[src/hdc_pkg.sv]
// What this block does
// - With single-channel routing clear, host DMA handshakes use pair A and peripheral ones pair B.
// - With single-channel routing set, both controllers share pair A and pair B stays idle.
// - Hardware config bit 6 picks the active level of ack input A, low after reset.
// - Hardware config bit 5 picks the active level of request output A, high after reset.
// - The bus-width field at bits 4 to 3 holds 01 for a 16-bit bus; other codes are reserved.
// - Hardware config bit 2 picks the active level of interrupt output A, low after reset.
// - Hardware config bit 1 picks level (0, reset) or pulse (1) signalling on interrupt A.
// - Bit 0 gates interrupt A; the pin asserts only with the gate set and a masked-in source.
// - Command 21h reads and A1h writes the DMA configuration register.
// - DMA config holds byte-count gating, burst size, go, buffer select and direction, all zero at reset.
// - Burst size 00 is single cycle, 01 four cycles, 10 eight cycles, 11 reserved.
// - With byte-count gating on, no host DMA request rises until a non-zero transfer count is loaded.
package hdc_pkg;
   localparam logic [7:0]  HDC_CMD_DMA_RD = 8'h21;
   localparam logic [7:0]  HDC_CMD_DMA_WR = 8'hA1;
   localparam logic [7:0]  HDC_CMD_HW_RD  = 8'h10;
   localparam logic [7:0]  HDC_CMD_HW_WR  = 8'h90;
   localparam logic [1:0]  HDC_WIDTH_16   = 2'h1;
   localparam logic [7:0]  HDC_HW_RESET   = 8'h28;
   localparam logic [7:0]  HDC_DMA_RESET  = 8'h00;
   localparam logic [7:0]  HDC_RSVD_HIGH  = 8'h00;
   localparam logic [1:0]  HDC_BURST_1    = 2'h0;
   localparam logic [1:0]  HDC_BURST_4    = 2'h1;
   localparam logic [1:0]  HDC_BURST_8    = 2'h2;
   localparam logic [3:0]  HDC_BEATS_1    = 4'h1;
   localparam logic [3:0]  HDC_BEATS_4    = 4'h4;
   localparam logic [3:0]  HDC_BEATS_8    = 4'h8;

   typedef struct packed {
      logic       single_channel_routing;
      logic       ack_in_sense;
      logic       req_out_sense;
      logic [1:0] host_bus_width;
      logic       irq_out_sense;
      logic       irq_signal_style;
      logic       irq_pin_gate;
   } hdc_hw_cfg_t;

   typedef struct packed {
      logic       byte_count_gating;
      logic [1:0] burst_size;
      logic       dma_go;
      logic [2:0] buffer_select;
      logic       transfer_direction;
   } hdc_dma_cfg_t;
endpackage

[src/hdc_regs.sv]
`timescale 1ns/1ns
`default_nettype none
module hdc_regs (
   // clock and reset
   input  wire logic                  core_clk,
   input  wire logic                  rst_n,
   // processor bus pins
   input  wire logic                  cs_n,
   input  wire logic                  wr_n,
   input  wire logic                  rd_n,
   input  wire logic                  cmd_sel,
   input  wire logic [15:0]           data_in,
   output logic      [15:0]           data_out,
   output logic                       data_oe,
   // internal controllers
   input  wire logic                  host_dma_want,
   input  wire logic                  periph_dma_want,
   input  wire logic                  count_nonzero,
   input  wire logic                  host_irq_pending,
   output logic                       host_ack,
   output logic                       periph_ack,
   // dma pins
   output logic                       req_line_a,
   output logic                       req_line_b,
   input  wire logic                  ack_line_a,
   input  wire logic                  ack_line_b,
   // interrupt pin
   output logic                       irq_line_a,
   // configuration to data mover
   output hdc_pkg::hdc_dma_cfg_t      dma_cfg,
   output logic      [3:0]            burst_beats
);
   import hdc_pkg::*;

   // configuration registers
   hdc_hw_cfg_t  hw_reg;
   hdc_hw_cfg_t  hw_next;
   hdc_dma_cfg_t dma_reg;
   hdc_dma_cfg_t dma_next;
   hdc_hw_cfg_t  hw_wdata;
   hdc_dma_cfg_t dma_wdata;
   logic [7:0]   cmd_reg;
   logic [7:0]   cmd_next;
   // pin synchronisers
   logic         cs_s1_reg;
   logic         cs_s2_reg;
   logic         cs_s3_reg;
   logic         wr_s1_reg;
   logic         wr_s2_reg;
   logic         wr_s3_reg;
   logic         rd_s1_reg;
   logic         rd_s2_reg;
   logic         cmdsel_s1_reg;
   logic         cmdsel_s2_reg;
   logic [15:0]  din_s1_reg;
   logic [15:0]  din_s2_reg;
   logic         ack_a_s1_reg;
   logic         ack_a_s2_reg;
   logic         ack_b_s1_reg;
   logic         ack_b_s2_reg;
   // write capture
   logic [15:0]  wdata_reg;
   logic [15:0]  wdata_next;
   logic         wphase_reg;
   logic         wphase_next;
   // output stage
   logic [15:0]  data_out_next;
   logic         data_oe_next;
   logic         req_a_next;
   logic         req_b_next;
   logic         host_ack_next;
   logic         periph_ack_next;
   logic         irq_next;
   logic         irq_act_reg;
   logic [3:0]   burst_beats_next;

   // bus strobes, active high after inversion
   always_ff @(posedge core_clk or negedge rst_n) begin
      if (!rst_n) begin
         cs_s1_reg <= 1'h0;
         cs_s2_reg <= 1'h0;
         cs_s3_reg <= 1'h0;
      end else begin
         cs_s1_reg <= ~cs_n;
         cs_s2_reg <= cs_s1_reg;
         cs_s3_reg <= cs_s2_reg;
      end
   end

   always_ff @(posedge core_clk or negedge rst_n) begin
      if (!rst_n) begin
         wr_s1_reg <= 1'h0;
         wr_s2_reg <= 1'h0;
         wr_s3_reg <= 1'h0;
      end else begin
         wr_s1_reg <= ~wr_n;
         wr_s2_reg <= wr_s1_reg;
         wr_s3_reg <= wr_s2_reg;
      end
   end

   always_ff @(posedge core_clk or negedge rst_n) begin
      if (!rst_n) begin
         rd_s1_reg <= 1'h0;
         rd_s2_reg <= 1'h0;
      end else begin
         rd_s1_reg <= ~rd_n;
         rd_s2_reg <= rd_s1_reg;
      end
   end

   always_ff @(posedge core_clk or negedge rst_n) begin
      if (!rst_n) begin
         cmdsel_s1_reg <= 1'h0;
         cmdsel_s2_reg <= 1'h0;
      end else begin
         cmdsel_s1_reg <= cmd_sel;
         cmdsel_s2_reg <= cmdsel_s1_reg;
      end
   end

   always_ff @(posedge core_clk or negedge rst_n) begin
      if (!rst_n) begin
         din_s1_reg <= 16'h0000;
         din_s2_reg <= 16'h0000;
      end else begin
         din_s1_reg <= data_in;
         din_s2_reg <= din_s1_reg;
      end
   end

   // ack pins reset to their idle high level so no false ack follows reset
   always_ff @(posedge core_clk or negedge rst_n) begin
      if (!rst_n) begin
         ack_a_s1_reg <= 1'h1;
         ack_a_s2_reg <= 1'h1;
      end else begin
         ack_a_s1_reg <= ack_line_a;
         ack_a_s2_reg <= ack_a_s1_reg;
      end
   end

   always_ff @(posedge core_clk or negedge rst_n) begin
      if (!rst_n) begin
         ack_b_s1_reg <= 1'h1;
         ack_b_s2_reg <= 1'h1;
      end else begin
         ack_b_s1_reg <= ack_line_b;
         ack_b_s2_reg <= ack_b_s1_reg;
      end
   end

   // bus decode: a write is taken when the synchronised strobe goes away
   wire wr_active = cs_s2_reg & wr_s2_reg;
   wire wr_held   = cs_s3_reg & wr_s3_reg & wr_active;
   wire wr_end    = cs_s3_reg & wr_s3_reg & ~wr_active;
   wire cmd_write = wr_end & wphase_reg;
   wire dat_write = wr_end & ~wphase_reg;
   wire hw_sel    = cmd_reg == HDC_CMD_HW_WR;
   wire dma_sel   = cmd_reg == HDC_CMD_DMA_WR;
   wire hw_wr     = dat_write & hw_sel;
   wire dma_wr    = dat_write & dma_sel;
   wire hw_rd     = cmd_reg == HDC_CMD_HW_RD;
   wire dma_rd    = cmd_reg == HDC_CMD_DMA_RD;
   wire rd_active = cs_s2_reg & rd_s2_reg & ~cmdsel_s2_reg;
   wire rd_act    = rd_active & (hw_rd | dma_rd);
   wire [15:0] rd_data = hw_rd ? {HDC_RSVD_HIGH, hw_reg} : {HDC_RSVD_HIGH, dma_reg};

   // word and phase are captured while the strobe is steady and kept after, so the bus may change after it
   assign wdata_next  = wr_held ? din_s2_reg : wdata_reg;
   assign wphase_next = wr_held ? cmdsel_s2_reg : wphase_reg;
   assign hw_wdata    = hdc_hw_cfg_t'(wdata_reg[7:0]);
   assign dma_wdata   = hdc_dma_cfg_t'(wdata_reg[7:0]);
   assign cmd_next    = cmd_write ? wdata_reg[7:0] : cmd_reg;

   always_ff @(posedge core_clk or negedge rst_n) begin
      if (!rst_n) begin
         wdata_reg  <= 16'h0000;
         wphase_reg <= 1'h0;
      end else begin
         wdata_reg  <= wdata_next;
         wphase_reg <= wphase_next;
      end
   end

   always_ff @(posedge core_clk or negedge rst_n) begin
      if (!rst_n) begin
         cmd_reg <= 8'h00;
      end else begin
         cmd_reg <= cmd_next;
      end
   end

   // register next values
   always_comb begin
      hw_next  = hw_reg;
      dma_next = dma_reg;
      if (hw_wr) begin
         hw_next = hw_wdata;
         if (hw_wdata.host_bus_width != HDC_WIDTH_16) begin
            hw_next.host_bus_width = hw_reg.host_bus_width;
         end
      end
      if (dma_wr) begin
         dma_next = dma_wdata;
      end
   end

   always_ff @(posedge core_clk or negedge rst_n) begin
      if (!rst_n) begin
         hw_reg  <= hdc_hw_cfg_t'(HDC_HW_RESET);
         dma_reg <= hdc_dma_cfg_t'(HDC_DMA_RESET);
      end else begin
         hw_reg  <= hw_next;
         dma_reg <= dma_next;
      end
   end

   // dma request routing and gating
   wire host_req_ok  = host_dma_want & dma_reg.dma_go
                     & (~dma_reg.byte_count_gating | count_nonzero);
   wire ack_a_act    = ack_a_s2_reg ~^ hw_reg.ack_in_sense;
   wire ack_b_act    = ~ack_b_s2_reg;
   wire req_a_act    = hw_reg.single_channel_routing
                     ? (host_req_ok | periph_dma_want) : host_req_ok;
   wire req_b_act    = ~hw_reg.single_channel_routing & periph_dma_want;
   wire host_ack_hit = ack_a_act & host_req_ok;
   wire per_ack_hit  = hw_reg.single_channel_routing
                     ? (ack_a_act & ~host_req_ok & periph_dma_want) : ack_b_act;
   assign req_a_next      = req_a_act ~^ hw_reg.req_out_sense;
   assign req_b_next      = ~req_b_act;
   assign host_ack_next   = host_ack_hit;
   assign periph_ack_next = per_ack_hit;

   // interrupt shaping: pulse style gives one clock per rising gated event
   wire irq_act   = hw_reg.irq_pin_gate & host_irq_pending;
   wire irq_shape = hw_reg.irq_signal_style ? (irq_act & ~irq_act_reg) : irq_act;
   assign irq_next = irq_shape ~^ hw_reg.irq_out_sense;

   // burst size to beat count, reserved code gives one beat
   always_comb begin
      unique case (dma_reg.burst_size)
         HDC_BURST_4: burst_beats_next = HDC_BEATS_4;
         HDC_BURST_8: burst_beats_next = HDC_BEATS_8;
         default:     burst_beats_next = HDC_BEATS_1;
      endcase
   end

   assign data_out_next = rd_data;
   assign data_oe_next  = rd_act;

   // output flip-flops
   always_ff @(posedge core_clk or negedge rst_n) begin
      if (!rst_n) begin
         data_out <= 16'h0000;
      end else begin
         data_out <= data_out_next;
      end
   end

   always_ff @(posedge core_clk or negedge rst_n) begin
      if (!rst_n) begin
         data_oe <= 1'h0;
      end else begin
         data_oe <= data_oe_next;
      end
   end

   always_ff @(posedge core_clk or negedge rst_n) begin
      if (!rst_n) begin
         req_line_a <= 1'h0;
      end else begin
         req_line_a <= req_a_next;
      end
   end

   always_ff @(posedge core_clk or negedge rst_n) begin
      if (!rst_n) begin
         req_line_b <= 1'h1;
      end else begin
         req_line_b <= req_b_next;
      end
   end

   always_ff @(posedge core_clk or negedge rst_n) begin
      if (!rst_n) begin
         host_ack <= 1'h0;
      end else begin
         host_ack <= host_ack_next;
      end
   end

   always_ff @(posedge core_clk or negedge rst_n) begin
      if (!rst_n) begin
         periph_ack <= 1'h0;
      end else begin
         periph_ack <= periph_ack_next;
      end
   end

   always_ff @(posedge core_clk or negedge rst_n) begin
      if (!rst_n) begin
         irq_line_a  <= 1'h1;
         irq_act_reg <= 1'h0;
      end else begin
         irq_line_a  <= irq_next;
         irq_act_reg <= irq_act;
      end
   end

   always_ff @(posedge core_clk or negedge rst_n) begin
      if (!rst_n) begin
         dma_cfg <= hdc_dma_cfg_t'(HDC_DMA_RESET);
      end else begin
         dma_cfg <= dma_reg;
      end
   end

   always_ff @(posedge core_clk or negedge rst_n) begin
      if (!rst_n) begin
         burst_beats <= HDC_BEATS_1;
      end else begin
         burst_beats <= burst_beats_next;
      end
   end
endmodule
`default_nettype wire

[config.mk]
export PLATFORM = sky130hd
export DESIGN_NAME = hdc_regs
export DESIGN_NICKNAME = d
export VERILOG_FILES = /design/src/hdc_pkg.sv /design/src/hdc_regs.sv
export SDC_FILE = /design/constraint.sdc
export NUM_CORES = 1
export LEC_CHECK = 0
export BUFFER_PORTS_ARGS = -buffer_cell sky130_fd_sc_hd__buf_2
export CAP_MARGIN = 30
export CORE_MARGIN = 4
export CORE_UTILIZATION = 25
export DETAILED_ROUTE_END_ITERATION = 12
export SLEW_MARGIN = 20
export SYNTH_ARGS = -nofsm -noshare
export SYNTH_HDL_FRONTEND = slang
export SYNTH_SLANG_ARGS = --single-unit
[constraint.sdc]
create_clock -name core_clk -period 3.19 [get_ports core_clk]
set_input_delay 0.1595 -clock core_clk [delete_from_list [all_inputs] [get_ports core_clk]]
set_output_delay 0.1595 -clock core_clk [all_outputs]
set_load 0.1 [all_outputs]
# After elaboration in Yosys (flattened, before gate mapping)
# Index checks and enable logic that the tools add are counted.
# word_totals
ram_bits	0
regBits	90
out_inout_bits	34
wordCells	96
latchBits	0
input_bits	28
mem_count	0
romBits	0
# op_classes
eq_ne	7
addsub	0
n_bitwise	38
n_reduce_logical	1
order_cmp	0
div_mod_pow	0
shift	0
mux	5
multipliers	0
# ops
operator	count
$and 1x1->1	19
$eq 8x8->1 const B	2
$not 1->1	13
$eq 8x5->1 const B	1
$eq 8x6->1 const B	1
$mux 8	1
$pmux 4 s2	1
$mux 1	3
$or 1x1->1	3
$xnor 1x1->1	3
$eq 2x1->1 const B	1
$eq 2x2->1 const B	1
$ne 2x1->1 const B	1
$reduce_and 2->1	1

# Logic depth before layout (Yosys ltp)
# Gate-level depths: netlist of the first run.
# depth
word_depth	7
depth_mapped	4
mapped_depth_nobuf	4

# Worst setup path after synthesis of the first run
# OpenSTA, ideal clock, no wires.
# synth_timing
path_kind	register -> register
from	register cmd_reg[3]
to	register dma_reg[0] (netlist bit)
path_buffers	0
arrival_ns	1.356
setup_slack_ns	1.708
stages_incl_launch_ff	5
setup_ns	0.125
period_less_slack_ns	1.482
required_time_ns	3.065
cell_sequence	dfrtp_1 > nor3_4 > nand4b_2 > nor2_8 > mux2_4
# synth_between
elab_chain_cells	2
# synth_rtl
item	line	text
from (decl)	hdc_regs.sv:42	logic [7:0] cmd_reg;
from (signal assigned)	hdc_regs.sv:190	cmd_reg <= cmd_next;
$eq 8x8->1	hdc_regs.sv:160	wire dma_sel = cmd_reg == HDC_CMD_DMA_WR;
$and 1x1->1	hdc_regs.sv:162	wire dma_wr = dat_write & dma_sel;
to (signal assigned)	hdc_regs.sv:212	dma_reg <= hdc_dma_cfg_t'(HDC_DMA_RESET);
to (signal assigned)	hdc_regs.sv:215	dma_reg <= dma_next;
to (decl)	hdc_regs.sv:38	hdc_dma_cfg_t dma_reg;
# No other way between the ends.
# A chain may end at the register's enable or synchronous reset.

# Worst setup path in the final report of the first run
# layout_timing
from	register cmd_reg[3]
to	register hw_reg[1] (netlist bit)
# layout_between
elab_chain_cells	2
# layout_rtl
item	line	text
$eq 8x8->1	hdc_regs.sv:159	wire hw_sel = cmd_reg == HDC_CMD_HW_WR;
$and 1x1->1	hdc_regs.sv:161	wire hw_wr = dat_write & hw_sel;
to (signal assigned)	hdc_regs.sv:211	hw_reg <= hdc_hw_cfg_t'(HDC_HW_RESET);
to (signal assigned)	hdc_regs.sv:214	hw_reg <= hw_next;
to (decl)	hdc_regs.sv:36	hdc_hw_cfg_t hw_reg;
# No other way between the ends.

==> impl_results.md, run 1 <==
* FFs w/ async S/R, synth at 100.0%
* Slew HR at 64.33%
* Worst-skew pair later-pin latency at 0.33 ns
* Final ANT Viol Nets at 0
* Total routed wirelength at 4906 µm
* Hpwl dp at ~3400 µm
* Global-route wire length before repair at 8259 µm
* Data required time at the worst endpoint at 3.41 ns
* Gr usage total at 7.709%
* Synthesized area per cell at 17.06 µm²
* Setup violation total in the final timing report at 0
* #FFs+latches synth at between 80 and 90
* Crit Path Class: reg -> reg
* Top cells by area, synth: dfrtp_1 65%, mux2_2 10%, dfstp_2 7.7%, mux2_4 3.9%, buf_4 2.2%
* Largest net degree at the start of global routing at between 40 and 50
* Post_cts resized at 0
* Final hold violations at 0
* CP peak stage delay at 0.40 ns
* Max_cap viols at 0
* Startpoint Class: flip-flop
* Reg-to-Reg Start: cmd_reg[3]
* Maximum vdd drop at between 200 and 250 µV
* Critical-path cell list: nor3_4 > nand3_1 > nor2_4 > mux2_2
* Hold-fix buffers, CTS at 16
* Leakage at 1.909 nW
* Pwr Total at 2.810 mW
* Tcrit/Tclk final at 50.52%
* Ant. Diodes at 0
* EDFF count, synth at 0
* Pre-CTS WS at 1.539 ns
* FF-to-FF setup slack at approximately 1.6 ns
* Mapped Area at between 3000 and 4000 µm²
* CP arrival at about 1.8 ns
* Row count at 40
* Synth area leader: dfrtp_1
* Max Clk Rate at 620.5 MHz
* Worst Setup EP: hw_reg[1]
* Main synth FF type: dfrtp_1
* Final Instance Area at 3933 µm²
* Top Metal Used: met4
* Sequential share of the synthesized area at 72.87%
* Met3 WL at 352 µm
* Setup TNS Final at 0 ns
* Crit Reg-Reg Endpoint: hw_reg[1]
* Starting Density at 25.57%
* Setup Fix Bufs, Post-CTS at 0
* Fin Hold WS at ~0.064 ns
* Routed len/inst at 12.14 µm
* CTS Buf Count at 9
* Worst R2R Path Depth at 4
* CP endpoint kind: flip-flop
* Launch point of the worst path: cmd_reg[3]
* Synthesized instance count at 180
* Gr ovfl total at 0
* Yosys warning total at 0
* DR pass1 iterations at 3
* RSZ-0062 raised after global routing: no
* CP max-delay cell: dfrtp_1
* Status: completed
* Share of the synthesized area in the top cell type at 65.17%
* Highest net fanout along the worst path at 8
* Final Skew at 0.005657 ns
* Clock tree buffer depth at 2
* CTS sink cnt at 89
* Initial DRC Count at 70
* Worst hold path type: in -> reg
* Chip height at 118.8 µm
* Area growth from synthesis to layout at 28.02%
* WL met2 at 2291 µm
* # H-tree levels at 3
* Die area at 14120 µm²
* Clock-pin transition on the worst setup and hold timing paths at 0.06 ns
* Slew @ Worst Pin at 0.5351 ns
* Remaining DRCs at 0
* Post-synth top cells: 80 x dfrtp_1, 28 x mux2_2, 9 x buf_4, 9 x dfstp_2
* Root Buffer: clkbuf_16
* Setup ws final at 1.578 ns
* Routed met1 length at 2187 µm
* Pins Over Slew Limit at 0
* PortBufs at 44
* Post-layout minimum cycle time at between 1.5 and 2 ns
* Initial antenna violation count at 0
* Post-DP Area at 3476 µm²
* Final Wtd Congestion at 0.7571
* CTS tree: yes
* Die width at 118.8 µm
* Count leader, synth: dfrtp_1
* Top Ports at 62
* Via/cell ratio at 3.844
* Vias in the first global route at roughly 1600
* Core ar. at 12010 µm²
* Layout cells sized above 1 at 44.36%
* Via count at 1553
* Layout Nets at 282
* Synth unique cells at 30
* Power Dens Cells at 714.5 nW/µm²
-- area by class of cell --
type | count | area, µm²
sequential | 89 | 2238
multi-input combinational | 82 | 765.7
clock inverter | 6 | 67.56
timing repair buffer | 62 | 417.9
fill | 1166 | 8079
inverter | 8 | 30.03
tap | 147 | 183.9
clock buffer | 10 | 229.0
-- layer usage --
metal | global-route usage (%) | vias up
met2 | 11.12 | 43
met1 | 9.658 | 763
met3 | 4.463 | 9
met5 | 0 | -
met4 | 2.607 | 0
li1 | - | 738
-- report_power, final --
part / internal (mW) / switching (mW)
Clock: 0.609 / 0.421
Combinational: 0.140 / 0.280
Sequential: 1.26 / 0.101
-- placed cells by master (no fill, tap or decap), types with 2 or more instances in the layout --
| master | synthesis | routed |
|---|---|---|
| nand2_1 | 7 | 7 |
| dfstp_2 | 9 | 9 |
| nor2_1 | 3 | 3 |
| nand2b_1 | 2 | 2 |
| buf_4 | 9 | 2 |
| dfrtp_1 | 80 | 80 |
| o21ai_0 | 2 | 2 |
| ha_1 | 2 | 2 |
| inv_1 | 8 | 8 |
| mux2_4 | 8 | 8 |
| dlygate4sd3_1 | 0 | 16 |
| clkinvlp_4 | 0 | 2 |
| nand4_1 | 2 | 2 |
| mux2_2 | 28 | 28 |
| nand3_1 | 2 | 2 |
| buf_2 | 0 | 43 |
| xor2_1 | 2 | 2 |
| clkbuf_16 | 0 | 9 |
| conb_1 | 1 | 9 |
-- stage by stage --
stage               util [%]  std cells
CTS                    32.74        404
finish                 32.74        404
global route           32.74        404
global placement       28.71        371
floorplan                  -        188
detailed placement     28.94        372
-- worst max-delay path, delay by kind of cell (launching register included) --
kind	cells	cell delay, ns
DFF	1	0.40
muxes	1	0.37
and+or+nand+nor	3	0.72
-- how the worst min path moves through the flow --
| stage | startpoint | endpoint | slack [ns] | cells after the start |
|---|---|---|---|---|
| detailed placement | rst_n | dma_cfg[1] | 0.18 | 1 |
| global route | host_irq_pending | irq_act_reg | 0.05 | 2 |
| global placement | ack_line_b | ack_b_s1_reg | 0.27 | 1 |
| finish | host_irq_pending | irq_act_reg | 0.06 | 2 |
| floorplan | rst_n | burst_beats[2] | -0.14 | 0 |
| CTS | host_irq_pending | irq_act_reg | 0.05 | 2 |
-- cell families (layout without fill, tap and decap cells) --
family / Yosys count / count (layout) / synth area share (%)
AOI/OAI and AO/OA: 7 / 7 / 1.508
xor gates and xnor gates: 3 / 3 / 0.8556
adders and majority gates: 2 / 2 / 0.8145
buffers and inverters: 17 / 86 / 3.177
DFF: 89 / 89 / 72.87
muxes: 37 / 37 / 14.54
other: 1 / 9 / 0.1221
and+or+nand+nor: 24 / 24 / 6.110
(Power assumes the default switching activity.)
==> run 2: changes to the inputs <==
==> constraint.sdc (replaced) <==
create_clock -name core_clk -period 1.55 [get_ports core_clk]
set_input_delay 0.0775 -clock core_clk [delete_from_list [all_inputs] [get_ports core_clk]]
set_output_delay 0.0775 -clock core_clk [all_outputs]
set_load 0.1 [all_outputs]
==> impl_results.md, run 2 (same netlist as run 1, synthesis figures left out) <==
* Routed len/inst at 12.29 µm (was 12.14 µm)
* Status: completed (unchanged)
* Die width at 118.8 µm (unchanged)
* Layout Nets at 293 (was 282)
* Initial DRC Count at 39 (was 70)
* Worst-skew pair later-pin latency at 0.33 ns (about the same)
* Hold EP: host_ack (was irq_act_reg)
* Met3 WL at 338 µm (was 352 µm)
* CTS tree: yes (unchanged)
* Via/cell ratio at 3.892 (was 3.844)
* Largest net degree at the start of global routing at 51 (was 48)
* Clock-pin transition on the worst setup and hold timing paths at 0.06 ns (about the same)
* Cell Count, Final, Fillers Out at 415 (was 404)
* DR pass1 iterations at 4 (was 3)
* Top Metal Used: met4 (unchanged)
* Remaining DRCs at 0 (unchanged)
* Fin Hold WS at 0.07557 ns (was 0.06385 ns)
* Gr usage total at 7.870% (was 7.709%)
* Data required time at the worst endpoint at 1.76 ns (was 3.41 ns)
* Multi-input gate area at 787.0 µm² (was 765.7 µm²)
* Pins Over Slew Limit at 0 (unchanged)
* Layout cells sized above 1 at 46.64% (was 44.36%)
* CTS sink cnt at 89 (unchanged)
* RSZ-0062 raised after global routing: yes (was no)
* Total routed wirelength at 5099 µm (was 4906 µm)
* Core ar. at 12010 µm² (unchanged)
* Most frequent cells in the layout: 80 x dfrtp_1, 43 x buf_2, 26 x mux2_2 (was 80 x dfrtp_1, 43 x buf_2, 28 x mux2_2)
* Final hold violations at 0 (unchanged)
* Maximum vdd drop at 506.0 µV (was 236.4 µV)
* Global-route wire length before repair at 8804 µm (was 8259 µm)
* Starting Density at 25.57% (unchanged)
* Max_cap viols at 0 (unchanged)
* Row count at 40 (unchanged)
* Routed met1 length at 2220 µm (was 2187 µm)
* Tcrit/Tclk final at 99.98% (was 50.52%)
* Top Ports at 62 (unchanged)
* Leakage at 1.986 nW (was 1.909 nW)
* Gr ovfl total at 0 (unchanged)
* PortBufs at 44 (unchanged)
* Crit Path Class: reg -> reg (unchanged)
* FF/Latch Area at 2238 µm² (unchanged)
* Die area at 14120 µm² (unchanged)
* CTS Buf Count at 9 (unchanged)
* Worst R2R Path Depth at 4 (unchanged)
* Fill count at 1174 (was 1166)
* Post-DP Area at 3548 µm² (was 3476 µm²)
* Final Wtd Congestion at 0.7531 (was 0.7571)
* Final Instance Area at 4069 µm² (was 3933 µm²)
* Final Skew at 0.007135 ns (was 0.005657 ns)
* CP endpoint kind: flip-flop (unchanged)
* Ant. Diodes at 0 (unchanged)
* Startpoint Class: flip-flop (unchanged)
* Reg-to-Reg Start: cmd_reg[3] (unchanged)
* # H-tree levels at 3 (unchanged)
* Final ANT Viol Nets at 0 (unchanged)
* Via count at 1615 (was 1553)
* Min-delay src: host_dma_want (was host_irq_pending)
* Area growth from synthesis to layout at 32.46% (was 28.02%)
* Root Buffer: clkbuf_16 (unchanged)
* Clock tree buffer depth at 2 (unchanged)
* Crit Reg-Reg Endpoint: dma_reg[6] (was hw_reg[1])
* Hold depth at 3 (was 2)
* Placed Cells at 381 (was 372)
* Post-layout minimum cycle time at 1.550 ns (was 1.612 ns)
* Initial antenna violation count at 0 (unchanged)
* Highest net fanout along the worst path at 8 (unchanged)
* Hpwl dp at 3467 µm (was 3387 µm)
* WL met2 at 2431 µm (was 2291 µm)
* Vias in the first global route at 1747 (was 1590)
* CP arrival at 1.76 ns (was 1.83 ns)
* Power Dens Cells at 1490 nW/µm² (was 714.5 nW/µm²)
* Chip height at 118.8 µm (unchanged)
* Max Clk Rate at 645.3 MHz (was 620.5 MHz)
* Worst hold path type: in -> reg (unchanged)
* FF-to-FF setup slack at 0.0003 ns (was 1.58 ns)
* Setup violation total in the final timing report at 0 (unchanged)
* Commonest non-fill, non-tap cell in the layout: dfrtp_1 (unchanged)
-- run 2: critical path, cell delays in order, from the launching register on --
cell and delay, ns:
dfrtp_1 0.40, nor3_4 0.28, nand4b_4 0.17, nor2_8 0.26
mux2_4 0.32
-- run 2: worst max path at each step --
stage,from,to,slack (ns),depth (start not counted)
2_1_floorplan,cmd_reg[3],dma_reg[0],0.07,4
3_3_place_gp,cmd_reg[3],dma_reg[2],-0.01,4
3_5_place_dp,cmd_reg[3],dma_reg[6],-0.02,4
4_1_cts,cmd_reg[6],hw_reg[6],-0.01,4
5_1_grt,cmd_reg[6],hw_reg[1],-0.06,4
6_report,cmd_reg[3],dma_reg[6],0.0003,4
-- run 2: layout make-up --
class	count	area share [%]
flip-flops and latches	89	55.01
multi-input cells	82	19.34
repair buffers	73	12.48
clock buffers	10	5.627
well taps	147	4.520
clock inverters	6	2.276
inverters	8	0.7380
-- run 2: repair_timing --
item	CTS	global route
buffers inserted	0	1
hold endpoints to repair	96	0
gates cloned	0	0
resized for setup	0	4
hold buffers	17	0
pin swaps	1	4
setup endpoints to repair	12	14
-- run 2: metrics by stage --
stage                     power [mW]  TNS [ns]  utilization, %  worst slack (ns)
final                          6.062         0           33.88         0.0002618
after global routing           6.371   -0.5859           33.88          -0.05812
after CTS                      6.126  -0.03138           33.64          -0.01379
after detailed placement       3.764  -0.07839           29.54          -0.01641
after global placement         3.734  -0.06728           29.54         -0.009670
after floorplan                3.483         0               -           0.06840
-- run 2: report_power, final --
part / internal, mW / total [mW] / switching [mW]
combinational: 0.360 / 0.978 / 0.618
clock: 1.42 / 2.28 / 0.860
sequential: 2.59 / 2.80 / 0.212
total: 4.37 / 6.06 / 1.69
-- run 2: per-layer routing --
metal	up-vias	track usage (%)
li1	760	-
met1	796	9.652
met2	47	12.11
met3	12	2.896
met4	0	4.127
met5	-	0
==> run 3: changes to the inputs <==
--- a/config.mk
+++ b/config.mk
@@ -7,7 +7,6 @@
 export LEC_CHECK = 0
 export BUFFER_PORTS_ARGS = -buffer_cell sky130_fd_sc_hd__buf_2
 export CAP_MARGIN = 30
-export CORE_MARGIN = 4
 export CORE_UTILIZATION = 25
 export DETAILED_ROUTE_END_ITERATION = 12
 export SLEW_MARGIN = 20
==> impl_results.md, run 3 (same netlist as run 1, synthesis figures left out) <==
* Status: completed (unchanged)
* Die width at 112.8 µm (was 118.8 µm)
* FF/Latch Area at 2238 µm² (unchanged)
* Vias in the first global route at 1640 (was 1747)
* Cell Count, Final, Fillers Out at 418 (was 415)
* Total routed wirelength at 4899 µm (was 5099 µm)
* Grt met1 use at 10.90% (was 9.652%)
* Crit Path Class: reg -> reg (unchanged)
* PortBufs at 44 (unchanged)
* Final ANT Viol Nets at 0 (unchanged)
* Highest net fanout along the worst path at 3 (was 8)
* Clock-pin transition on the worst setup and hold timing paths at 0.06 ns (about the same)
* Ant. Diodes at 0 (unchanged)
* Worst-skew pair later-pin latency at 0.33 ns (about the same)
* Max_cap viols at 0 (unchanged)
* Global-route wire length before repair at 8211 µm (was 8804 µm)
* Top Ports at 62 (unchanged)
* Gr ovfl total at 0 (unchanged)
* Largest net degree at the start of global routing at 34 (was 51)
* CP arrival at 1.76 ns (about the same)
* Fill count at 1167 (was 1174)
* Core ar. at 12010 µm² (unchanged)
* Pwr Total at 5.872 mW (was 6.062 mW)
* Multi-input gate area at 798.3 µm² (was 787.0 µm²)
* Maximum vdd drop at 524.5 µV (was 506.0 µV)
* Final Wtd Congestion at 0.7455 (was 0.7531)
* Fin Hold WS at 0.1109 ns (was 0.07557 ns)
* RSZ-0062 raised after global routing: yes (unchanged)
* Clock tree buffer depth at 2 (unchanged)
* DR pass1 iterations at 4 (unchanged)
* Remaining DRCs at 0 (unchanged)
* Root Buffer: clkbuf_16 (unchanged)
* Worst hold path type: in -> reg (unchanged)
* Post-DP Area at 3541 µm² (was 3548 µm²)
* Final hold violations at 0 (unchanged)
* Starting Density at 25.57% (unchanged)
* Power Dens Cells at 1434 nW/µm² (was 1490 nW/µm²)
* GR peak layer: met2 (unchanged)
* Met2 GRT Util at 13.00% (was 12.11%)
* Placed Cells at 380 (was 381)
* Final Instance Area at 4094 µm² (was 4069 µm²)
* # H-tree levels at 3 (unchanged)
* CTS tree: yes (unchanged)
* Routed len/inst at 11.72 µm (was 12.29 µm)
* Pins Over Slew Limit at 0 (unchanged)
* CTS sink cnt at 89 (unchanged)
* Initial DRC Count at 40 (was 39)
* Initial antenna violation count at 0 (unchanged)
* Post-layout minimum cycle time at 1.549 ns (was 1.550 ns)
* Gr usage total at 8.592% (was 7.870%)
* Hpwl dp at 3404 µm (was 3467 µm)
* Most frequent cells in the layout: 80 x dfrtp_1, 43 x buf_2, 24 x mux2_2 (was 80 x dfrtp_1, 43 x buf_2, 26 x mux2_2)
* CP endpoint kind: flip-flop (unchanged)
* Commonest non-fill, non-tap cell in the layout: dfrtp_1 (unchanged)
* Setup violation total in the final timing report at 0 (unchanged)
* CTS Buf Count at 9 (unchanged)
* Via count at 1599 (was 1615)
* Pre-CTS WS at -0.03598 ns (was -0.01641 ns)
* Layout cells sized above 1 at 47.60% (was 46.64%)
* Setup ws final at 0.001222 ns (was 0.0002618 ns)
* Via/cell ratio at 3.825 (was 3.892)
* Startpoint Class: flip-flop (unchanged)
* Layout Nets at 296 (was 293)
* Max Clk Rate at 645.7 MHz (was 645.3 MHz)
* Final Skew at 0.004944 ns (was 0.007135 ns)
* Area growth from synthesis to layout at 33.28% (was 32.46%)
* Chip height at 112.8 µm (was 118.8 µm)
* Leakage at 1.995 nW (was 1.986 nW)
* Data required time at the worst endpoint at 1.76 ns (about the same)
* Tcrit/Tclk final at 99.92% (was 99.98%)
* Row count at 40 (unchanged)
* Met3 Use GR at 3.053% (was 2.896%)
* Die area at 12730 µm² (was 14120 µm²)
## run 3: worst max-delay path, cell delays in order, from the launching register on
cell and delay (ns):
dfrtp_1 0.40, nor3_4 0.29, nand3_2 0.15, nor2_4 0.18, buf_6 0.13, mux2_4 0.29
## run 3: per-layer routing
layer / part of all wire (%) / wire (µm)
met1: 45 / 2224
met2: 48 / 2346
met3: 5.3 / 260
met4: 1.4 / 67
met5: 0 / 0
## run 3: metrics by stage
step / TNS, ns / util [%]
CTS: -0.003451 / 33.96
floorplan: 0 / -
finish: 0 / 34.08
detailed placement: -0.2539 / 29.48
global route: -0.7033 / 34.08
global placement: -0.2159 / 29.48
## run 3: what timing repair did
| item | in CTS | in global routing |
|---|---|---|
| endpoints found under the setup margin | 13 | 21 |
| hold buffers | 17 | 0 |
| pin swaps | 4 | 4 |
| setup buffers | 3 | 2 |
| hold endpoints to repair | 44 | 0 |
| gates resized for setup | 8 | 0 |
## run 3: path summary, 6_finish.rpt
kind | end | startpoint | slack, ns | depth (start not counted)
max reg2reg | hw_reg[6] | cmd_reg[3] | 0.001 | 5
min reg2reg | din_s2_reg[6] | din_s1_reg[6] | 0.35 | 0
max in group asynchronous | req_line_b | rst_n | 0.68 | 3
max | hw_reg[6] | cmd_reg[3] | 0.001 | 5
min in group asynchronous | data_out[1] | rst_n | 0.24 | 2
min | host_ack | host_dma_want | 0.11 | 3
## run 3: final cells by class
class	count	area share (%)
flip-flops and latches	89	54.68
well taps	147	4.493
inverters	8	0.7335
clock buffers	10	5.593
multi-input cells	82	19.50
repair buffers	76	13.36
clock inverters	6	1.650
## run 3: power by group
part,switching (mW),total [mW],internal (mW)
Clock,0.827,2.08,1.25
Combinational,0.619,0.983,0.364
Sequential,0.217,2.81,2.59
